`config.mk`:
```
export PLATFORM = sky130hd
export DESIGN_NAME = ssms_sync_ctrl
export DESIGN_NICKNAME = d
export VERILOG_FILES = /design/src/include/ssms_pkg.sv /design/src/ssms_sync_ctrl.sv
export SDC_FILE = /design/constraint.sdc
export NUM_CORES = 1
export LEC_CHECK = 0
export BUFFER_PORTS_ARGS = -buffer_cell sky130_fd_sc_hd__clkbuf_2
export CAP_MARGIN = 20
export CORE_UTILIZATION = 55
export DETAILED_ROUTE_END_ITERATION = 12
export PLACE_DENSITY = 0.69
export SYNTH_ARGS = -nofsm -noshare
export SYNTH_HDL_FRONTEND = slang
export SYNTH_SLANG_ARGS = --single-unit
```
`constraint.sdc`:
```
create_clock -name clk_sys_i -period 3.9 [get_ports clk_sys_i]
set_input_delay 0.39 -clock clk_sys_i [delete_from_list [all_inputs] [get_ports clk_sys_i]]
set_output_delay 0.39 -clock clk_sys_i [all_outputs]
set_load 0.01 [all_outputs]
```
`src/include/ssms_pkg.sv`:
```
// What this block does
// - default mode is master, driving the shared sync line at selected frequency.
// - a slave following a master device switches half a period out of phase.
// - a slave following an external reference switches in phase with it.
// - in slave mode the oscillator runs at 250 kHz and drives the line.
// - ten sync pulses above 275 kHz (550 kHz with the 500 kHz strap) switch the device into slave mode.
// - slope compensation setting latched at power-up and held fixed afterwards.
// - stay slave while line above 275 kHz (550 kHz with the 500 kHz strap), else one 250 kHz pulse, then master.
// - line low at power-up latches slave mode at 250 kHz until lockout.
// - frequency strap sampled once at power-up, then the pin floats.
//
// Purpose : constants and types of the sync master/slave controller
// Assumes : 100 MHz system clock
// Notes   : frequency select strap is a one-bit code, 250 kHz or 500 kHz
package ssms_pkg;
   localparam int unsigned CLK_HZ         = 100_000_000;
   localparam int unsigned SLAVE_FREQ_HZ  = 250_000;
   localparam int unsigned FAST_FREQ_HZ   = 500_000;
   localparam int unsigned SPREAD_PCT     = 10;
   localparam int unsigned CNT_W          = 16;
   localparam int unsigned PULSE_NS       = 340;
   localparam int unsigned NS_PER_S       = 1_000_000_000;
   // oscillator periods in system cycles
   localparam logic [CNT_W-1:0] PER_SLOW  = CNT_W'(CLK_HZ / SLAVE_FREQ_HZ);
   localparam logic [CNT_W-1:0] PER_FAST  = CNT_W'(CLK_HZ / FAST_FREQ_HZ);
   // fastest own period: typ period less spread (250k -> 275k top)
   localparam logic [CNT_W-1:0] LIM_SLOW  =
      CNT_W'((CLK_HZ / SLAVE_FREQ_HZ) * 100 / (100 + SPREAD_PCT));
   localparam logic [CNT_W-1:0] LIM_FAST  =
      CNT_W'((CLK_HZ / FAST_FREQ_HZ) * 100 / (100 + SPREAD_PCT));
   // drive pulse width, minimum on-time rounded up
   localparam logic [CNT_W-1:0] PULSE_CYC =
      CNT_W'((PULSE_NS * (CLK_HZ / 1_000_000) + 999) / 1000);
   localparam logic [3:0] DETECT_PULSES   = 4'ha;
   localparam logic       FSEL_250K       = 1'b0;

   typedef enum logic [1:0] {
      SSMS_STRAP,
      SSMS_MASTER,
      SSMS_SLAVE,
      SSMS_EXIT
   } ssms_mode_t;

   typedef struct packed {
      logic fsel;
      logic forced_slave;
   } ssms_strap_t;
endpackage : ssms_pkg

```
`src/ssms_sync_ctrl.sv`:
```
// Purpose : master/slave sync line logic for a switching regulator oscillator
// Assumes : line samples cross two flops; undervoltage lockout acts as reset
// Notes   : slave phase follows the line; own master pulses come from the counter
`timescale 1ns/1ns
module ssms_sync_ctrl (
   // clock and reset
   input  wire logic                 clk_sys_i,
   input  wire logic                 rstn_i,
   // power-up sequencing
   input  wire logic                 soft_start_i,
   // frequency select strap pin
   input  wire logic                 freq_select_pin_i,
   output logic                      freq_select_oe_n_o,
   // shared sync line
   input  wire logic                 shared_sync_line_i,
   output logic                      shared_sync_line_o,
   output logic                      shared_sync_line_oe_n_o,
   // oscillator and status
   output logic                      sw_start_o,
   output logic                      slave_mode_o,
   output logic                      slope_fsel_o
);
   // synchronisers
   logic [1:0] sync_line_r, sync_fsel_r;
   logic       line_d_r;
   // state
   ssms_pkg::ssms_mode_t        mode_r, mode_nxt;
   ssms_pkg::ssms_strap_t       strap_r, strap_nxt;
   logic [ssms_pkg::CNT_W-1:0]  osc_r, osc_nxt;
   logic [ssms_pkg::CNT_W-1:0]  gap_r, gap_nxt;
   logic [3:0]                  pcnt_r, pcnt_nxt;
   logic                        strapped_r, strapped_nxt;
   logic                        sw_r, sw_nxt;
   logic                        drv_r, drv_nxt;
   logic [ssms_pkg::CNT_W-1:0]  per, lim;
   logic                        rise, rise_ext, osc_wrap, drv_go;
   logic [ssms_pkg::CNT_W-1:0]  wid_r, wid_nxt;

   // two flops before any logic reads the pins
   always_ff @(posedge clk_sys_i or negedge rstn_i) begin
      if (!rstn_i) begin
         sync_line_r <= 2'h3;
         sync_fsel_r <= 2'h0;
         line_d_r    <= 1'h1;
      end else begin
         sync_line_r <= {sync_line_r[0], shared_sync_line_i};
         sync_fsel_r <= {sync_fsel_r[0], freq_select_pin_i};
         line_d_r    <= sync_line_r[1];
      end
   end

   assign rise = sync_line_r[1] & ~line_d_r;

   // a slave's own drive pulse echoes back two flops later; only idle-time rises are external
   assign rise_ext = rise & ~drv_r;

   // oscillator period: forced slave and slave run slow
   always_comb begin
      if (strap_r.forced_slave || mode_r == ssms_pkg::SSMS_SLAVE ||
          mode_r == ssms_pkg::SSMS_EXIT || strap_r.fsel == ssms_pkg::FSEL_250K) begin
         per = ssms_pkg::PER_SLOW;
      end else begin
         per = ssms_pkg::PER_FAST;
      end
      lim = (strap_r.fsel == ssms_pkg::FSEL_250K || strap_r.forced_slave) ?
            ssms_pkg::LIM_SLOW : ssms_pkg::LIM_FAST;
   end

   assign osc_wrap = (osc_r >= per - 16'h0001);

   // mode, strap, detection and oscillator next values
   always_comb begin
      mode_nxt     = mode_r;
      strap_nxt    = strap_r;
      strapped_nxt = strapped_r;
      pcnt_nxt     = pcnt_r;
      gap_nxt      = (gap_r == 16'hffff) ? gap_r : gap_r + 16'h0001;
      osc_nxt      = osc_wrap ? 16'h0000 : osc_r + 16'h0001;
      sw_nxt       = 1'b0;
      drv_nxt      = drv_r;
      wid_nxt      = wid_r;
      drv_go       = 1'b0;
      unique case (mode_r)
         ssms_pkg::SSMS_STRAP: begin
            osc_nxt = 16'h0000;
            if (soft_start_i && !strapped_r) begin
               strap_nxt.fsel         = sync_fsel_r[1];
               strap_nxt.forced_slave = ~sync_line_r[1];
               strapped_nxt           = 1'b1;
               mode_nxt = sync_line_r[1] ? ssms_pkg::SSMS_MASTER : ssms_pkg::SSMS_SLAVE;
            end
         end
         ssms_pkg::SSMS_MASTER: begin
            if (osc_wrap) begin
               sw_nxt = 1'b1;
            end
            // line pulse half a period after own start
            if (osc_r == (per >> 1) - 16'h0001) begin
               drv_go = 1'b1;
            end
            if (rise) begin
               gap_nxt = 16'h0000;
               if (gap_r > lim) begin
                  pcnt_nxt = 4'h1;
               end else if (pcnt_r + 4'h1 >= ssms_pkg::DETECT_PULSES) begin
                  pcnt_nxt = 4'h0;
                  mode_nxt = ssms_pkg::SSMS_SLAVE;
               end else begin
                  pcnt_nxt = pcnt_r + 4'h1;
               end
            end
         end
         ssms_pkg::SSMS_SLAVE: begin
            // slave switches on line edge, in phase with the line
            if (rise_ext) begin
               gap_nxt = 16'h0000;
               osc_nxt = 16'h0000;
               sw_nxt  = 1'b1;
               drv_go  = 1'b1;
            end else if (gap_r > lim && !strap_r.forced_slave) begin
               // line too slow, drive one pulse
               mode_nxt = ssms_pkg::SSMS_EXIT;
               osc_nxt  = 16'h0000;
            end else if (strap_r.forced_slave && osc_wrap) begin
               // forced slave keeps driving at the slow rate
               sw_nxt = 1'b1;
               drv_go = 1'b1;
            end
         end
         ssms_pkg::SSMS_EXIT: begin
            if (osc_wrap) begin
               sw_nxt   = 1'b1;
               drv_go   = 1'b1;
               pcnt_nxt = 4'h0;
               mode_nxt = ssms_pkg::SSMS_MASTER;
            end
         end
      endcase
      // line drive pulse of minimum on-time; its own width counter, so a pulse
      // started mid-period is not cut short by the oscillator position
      if (mode_r == ssms_pkg::SSMS_STRAP) begin
         drv_nxt = 1'b0;
         wid_nxt = 16'h0000;
      end else if (drv_go) begin
         drv_nxt = 1'b1;
         wid_nxt = 16'h0000;
      end else if (drv_r) begin
         wid_nxt = wid_r + 16'h0001;
         if (wid_r >= ssms_pkg::PULSE_CYC) begin
            drv_nxt = 1'b0;
         end
      end
   end

   // registers
   always_ff @(posedge clk_sys_i or negedge rstn_i) begin
      if (!rstn_i) begin
         mode_r     <= ssms_pkg::SSMS_STRAP;
         strap_r    <= '0;
         strapped_r <= 1'b0;
         pcnt_r     <= 4'h0;
         gap_r      <= 16'hffff;
         osc_r      <= 16'h0000;
         sw_r       <= 1'b0;
         drv_r      <= 1'b0;
         wid_r      <= 16'h0000;
      end else begin
         mode_r     <= mode_nxt;
         strap_r    <= strap_nxt;
         strapped_r <= strapped_nxt;
         pcnt_r     <= pcnt_nxt;
         gap_r      <= gap_nxt;
         osc_r      <= osc_nxt;
         sw_r       <= sw_nxt;
         drv_r      <= drv_nxt;
         wid_r      <= wid_nxt;
      end
   end

   // open drain style: drive line high during the drive pulse, release it otherwise
   assign shared_sync_line_o      = drv_r;
   // line driven only during the drive pulse; released in strap and between pulses
   assign shared_sync_line_oe_n_o = (mode_r == ssms_pkg::SSMS_STRAP) | ~drv_r;
   // strap pin floats always (input only)
   assign freq_select_oe_n_o      = 1'b1;
   assign sw_start_o              = sw_r;
   assign slave_mode_o            = (mode_r == ssms_pkg::SSMS_SLAVE);
   assign slope_fsel_o            = strap_r.fsel;
endmodule : ssms_sync_ctrl

```
; Word level (Yosys, flattened, before mapping)
; Index checks and enable logic that the tools add are counted.
[classes]
n_addsub = 6
n_lt_le_gt_ge = 4
n_eq_ne = 12
mux = 38
bitwise = 7
reduce_logical = 16
[op_table]
columns = op, count
row1 = 2-to-1 mux 16 bit, 9
row2 = one-hot mux 16 bit (2 select lines), 2
row3 = adder 16 x 1 -> 16 bit (second input constant), 3
row4 = 2-to-1 mux 9 bit, 2
row5 = equality test 16 bit, 1
row6 = equality test 16 bit (second input constant), 1
row7 = >= comparator 16 bit, 1
row8 = >= comparator 16 x 6 -> 1 bit (second input constant), 1
row9 = greater-than comparator 16 x 9 -> 1 bit, 1
row10 = 2-to-1 mux 2 bit, 8
row11 = 2-to-1 mux 4 bit, 4
row12 = subtractor 15 x 1 -> 16 bit (second input constant), 1
row13 = subtractor 16 x 1 -> 16 bit (second input constant), 1
row14 = != test 2 bit (second input constant), 6
row15 = 2-to-1 mux 1 bit, 9
row16 = one-hot mux 2 bit (4 select lines), 1
row17 = one-hot mux 4 bit (2 select lines), 1
row18 = AND reduction 7 bit, 1
row19 = adder 4 x 1 -> 4 bit (second input constant), 1
row20 = equality test 2 bit (second input constant), 2
row21 = >= comparator 4 bit (second input constant), 1
row22 = logical OR 1 bit, 4
row23 = inverter 1 bit, 4
row24 = logical AND 1 bit, 3
row25 = other kinds (13), 15
[totals]
ff_bits = 64
input_bits = 5
output_inout_bits = 6
elab_cells = 96

; Depth between registers and ports, before layout
[depth]
depth_word = 14
ltp_mapped = 12
ltp_nobuf = 11

; Least setup slack after synthesis
; OpenSTA, ideal clock, no wires.
[synth_path]
kind = reg2reg
from = register mode_r[0]
to = register mode_r[0]
setup_ps = 125
t_arrival_ps = 2704
t_required_ps = 3775
slack_ps = 1071
path_stages_with_launch = 12
n_path_buf = 0
period_less_slack_ps = 2829
path_cell_list = dfrtp_1 inv_1 ha_1 nor4b_4 inv_1 ha_1 o211ai_1 a211oi_2 nor2_1 a222oi_1 nand3_2 mux2_4
[synth_between]
elab_chain_cells = 9
word_cells_on_any_way = 19
cone_classes = add/sub: 1 / order compare: 1 / eq/ne: 10 / mux: 2 / reduce/logical: 5
[synth_lines]
columns = element, line
row1 = "start, declared", ssms_sync_ctrl.sv:27  ; ssms_pkg::ssms_mode_t mode_r, mode_nxt;
row2 = "start signal, assigned", ssms_sync_ctrl.sv:158  ; mode_r <= ssms_pkg::SSMS_STRAP;
row3 = "start signal, assigned", ssms_sync_ctrl.sv:168  ; mode_r <= mode_nxt;
row4 = equality test 2 bit (*), -
row5 = net slave_mode_o, ssms_sync_ctrl.sv:20  ; output logic slave_mode_o,
row6 = logical OR 1 bit (2 in a row), ssms_sync_ctrl.sv:59  ; if (strap_r.forced_slave || mode_r == ssms_pkg::SSMS_SLAVE ||
row7 = logical OR 1 bit, ssms_sync_ctrl.sv:60  ; mode_r == ssms_pkg::SSMS_EXIT || strap_r.fsel == ssms_pkg::FSEL_250K) begin
row8 = 2-to-1 mux 9 bit, ssms_sync_ctrl.sv:59
row9 = subtractor 16 x 1 -> 16 bit, ssms_sync_ctrl.sv:69  ; assign osc_wrap = (osc_r >= per - 16'h0001);
row10 = >= comparator 16 bit, ssms_sync_ctrl.sv:69
row11 = != test 2 bit (no source line), -
row12 = AND reduction 7 bit (no source line), -
; The timed path passes the listed nets; every way through them passes the cells marked *.
; A chain may end at the register's enable or synchronous reset.

; Worst setup path in the final report
[layout_path]
from = register mode_r[0]
to = register wid_r[14] (netlist name)
[layout_between]
elab_chain_cells = 14
word_cells_on_any_way = 22
cone_classes = add/sub: 2 / order compare: 1 / eq/ne: 4 / mux: 9 / reduce/logical: 6
[layout_lines]
columns = element, line
row1 = equality test 2 bit, "ssms_sync_ctrl.sv:59, ssms_sync_ctrl.sv:83"
row2 = logical OR 1 bit (2 in a row), ssms_sync_ctrl.sv:59
row3 = logical OR 1 bit, ssms_sync_ctrl.sv:60
row4 = 2-to-1 mux 9 bit, ssms_sync_ctrl.sv:59
row5 = subtractor 16 x 1 -> 16 bit, ssms_sync_ctrl.sv:69
row6 = >= comparator 16 bit, ssms_sync_ctrl.sv:69
row7 = logical AND 1 bit, ssms_sync_ctrl.sv:124  ; end else if (strap_r.forced_slave && osc_wrap) begin
row8 = 2-to-1 mux 1 bit, ssms_sync_ctrl.sv:124
row9 = 2-to-1 mux 1 bit, ssms_sync_ctrl.sv:120  ; end else if (gap_r > lim && !strap_r.forced_slave) begin
row10 = 2-to-1 mux 1 bit, ssms_sync_ctrl.sv:115  ; if (rise_ext) begin
row11 = one-hot mux 1 bit (3 select lines), ssms_sync_ctrl.sv:83  ; unique case (mode_r)
row12 = 2-to-1 mux 16 bit, ssms_sync_ctrl.sv:144  ; end else if (drv_go) begin
row13 = 2-to-1 mux 16 bit, ssms_sync_ctrl.sv:141  ; if (mode_r == ssms_pkg::SSMS_STRAP) begin
row14 = "end signal, assigned", ssms_sync_ctrl.sv:176  ; wid_r <= wid_nxt;
row15 = "end, declared", ssms_sync_ctrl.sv:37  ; logic [ssms_pkg::CNT_W-1:0] wid_r, wid_nxt;
; Parallel ways exist; a longest one is shown, timed or not.

==> flow_summary.json <==
{
  "synth_edf_count": 0,
  "synth.area.top_cells": "dfrtp_1, dfstp_2, ha_1",
  "fillers": 501,
  "ctsHoldBuffers": 0,
  "gp_congestion": 0.8676,
  "setup_viol": 0,
  "postCtsSetupRepairBufs": 0,
  "start_kind": "register",
  "internal-power_mw": 1.268,
  "antenna_found_initial": 0,
  "criticalPathCategory": "register to register",
  "grt_start_max_net_pins": 44,
  "grt_pass1_vias": 2429,
  "cp.arrival_ps": 3470,
  "area.sequential_um2": 1625,
  "cts_buffers": 9,
  "ir_drop_mv": 0.2848,
  "crit_path_max_fanout": 14,
  "area_growth_pct": 9.569,
  "die-area_um2": 6768,
  "power_frac_clock": 0.357,
  "htreeDepth": 3,
  "synth_most_common_cell": "nor2_1",
  "ant_nets": 0,
  "synth_top_cell_by_area": "dfrtp_1",
  "vias_per_cell": 5.685,
  "worst_pin_slew_ps": 609.1,
  "die_w_um": 82.27,
  "async_flop_share": 1.000,
  "fp-row-count": 28,
  "ctsResizeCount": 0,
  "clk_pin_slew_ps": 80,
  "port_buffers": 9,
  "total_power_mw": 1.847,
  "end_kind": "register",
  "yosys-top-cells-count": "nor2_1, dfrtp_1, nand2_1",
  "finalHoldViolCount": 0,
  "wl_mm": 6.576,
  "synth_top_area_frac": 0.3178,
  "final_cell_area_um2": 3882,
  "dieHeight_um": 82.27,
  "drt-initial-drc-count": 153,
  "nNetsFinal": 389,
  "ios": 11,
  "ys_seq_area_frac": 0.4587,
  "ys_types": 57,
  "clock_latency_ps": 340,
  "diodes": 0,
  "status": "finished, final reports clean",
  "synth_seq_cells": 64,
  "drive_gt1_frac": 0.1762,
  "relSlewSlack": 0.5939,
  "syn_area_per_cell_um2": 10.21,
  "gr-total-overflow": 0,
  "p_leak_nw": 1.726,
  "slew_violations": 0,
  "fin_tns_setup_ps": 0,
  "cts_sinks": 64,
  "cts_buffer_depth": 2,
  "power_switching_uw": 578.6,
  "grt_pass1_wl_mm": 11.60,
  "cp.required_ps": 4180,
  "wl_per_cell_um": 14.81,
  "drv_cap": 0,
  "combPwrFrac": 0.166,
  "root_buffer": "clkbuf_8",
  "rsz0062_at_grt": "no",
  "start_util": 0.5846,
  "multi_input_area_um2": 1829,
  "period_share": 0.8179,
  "tritoncts": "yes",
  "power.share.sequential": 0.477,
  "dp_hpwl_mm": 4.638,
  "power_density_nw_per_um2": 475.7,
  "track_usage": 0.2274,
  "synthCells": 347,
  "coreArea_um2": 6061,
  "period_needed_ps": 3190,
  "vias": 2524,
  "synth_flop_cell": "dfrtp_1",
  "firstDrtPassIters": 4,
  "detailed_place.area_um2": 3654,
  "yosys_warnings": 0,
  "drc": 0,
  "clock_skew_ps": 6.009,
  "swShare": 0.3133,
  "hold_path_class": "primary input to async pin",
  "max_freq_mhz": 313.5,
  "syn_area_um2": 3543
}
-- power groups by stage --
stage	clock network, mW	logic, mW	registers, mW
after floorplan	0	0.251	0.851
after global routing	0.694	0.359	0.898
final	0.659	0.307	0.881
after CTS	0.669	0.308	0.880
after detailed placement	0	0.307	0.891
after global placement	0	0.298	0.890
-- flip-flops by register name (all words and copies together), names as in the netlist --
signal,flops
sync_fsel_r,2
strapped_r,1
mode_r,2
sync_line_r,2
osc_r,16
shared_sync_line_o,1
gap_r,16
strap_r,1
pcnt_r,4
sw_start_o,1
line_d_r,1
slope_fsel_o,1
wid_r,16
-- metal layers --
layer,vias to the layer above,GRT usage,share of wire
met5,-,0,0
met4,0,0.08246,0.015
met3,11,0.04835,0.030
met2,40,0.3306,0.43
met1,1225,0.3319,0.52
li1,1248,-,-
-- per-stage QoR --
| step | hold slack [ps] | utilization | setup slack [ps] | cells |
|---|---|---|---|---|
| floorplan | 94.41 | - | 1071 | 352 |
| global placement | 335.1 | 0.6028 | 833.9 | 428 |
| detailed placement | 340.3 | 0.6028 | 724.6 | 428 |
| CTS | 37.49 | 0.6406 | 697.9 | 444 |
| global route | 75.70 | 0.6406 | 431.4 | 444 |
| finish | 37.89 | 0.6406 | 710.0 | 444 |
-- final cells by class --
class	count	share of cell area
repair buffers	10	0.01354
flip-flops and latches	64	0.4186
clock buffers	9	0.03190
clock inverters	7	0.02707
inverters	14	0.01354
well taps	75	0.02417
multi-input cells	265	0.4712
-- cells in the final DEF, fill, tap and decap left out, types with 5 or more instances in the layout --
cell type | Yosys | routed
a21oi_1 | 8 | 8
and3_1 | 9 | 9
clkbuf_2 | 0 | 9
clkbuf_8 | 0 | 9
conb_1 | 2 | 7
dfrtp_1 | 45 | 45
dfstp_2 | 19 | 19
ha_1 | 20 | 20
inv_1 | 14 | 14
nand2_1 | 22 | 22
nand3_1 | 19 | 19
nand4_1 | 8 | 8
nor2_1 | 51 | 51
nor3_1 | 10 | 10
nor3b_1 | 5 | 5
o21ai_0 | 9 | 9
xnor2_1 | 16 | 16
xor2_1 | 16 | 16
-- worst max-delay path, cell delays in order (launching register included) --
cell	delay [ps]
dfrtp_1	400
inv_1	80
ha_1	300
nor4b_4	400
inv_1	80
ha_1	280
o211ai_1	200
a211oi_2	80
o32ai_2	340
or3b_1	620
nor2_4	190
a221o_1	150
-- logic make-up (layout without fill, tap and decap cells) --
family,count (synthesis),after routing,share of synthesized area
compound gates,40,40,0.08546
buf+inv,23,40,0.03037
fa+ha+maj,20,20,0.07062
simple gates,161,161,0.2578
flops,64,64,0.4587
xor+xnor,32,32,0.07909
mux,5,5,0.01589
other cells,2,7,0.002119
-- path summary, 6_finish.rpt --
check / slack [ps] / end / startpoint / cells past startpoint
worst max-delay path: 710 / wid_r[14] / mode_r[0] / 11
worst min-delay path: 40 / pcnt_r[1] / rstn_i / 1
worst max register to register: 710 / wid_r[14] / mode_r[0] / 11
worst min register to register: 350 / sync_fsel_r[1] / sync_fsel_r[0] / 0
max in group asynchronous: 2910 / sync_line_r[1] / rstn_i / 2
min in group clk_sys_i: 130 / sync_line_r[0] / shared_sync_line_i / 1
Note: power is estimated with default switching activity, not from simulation.
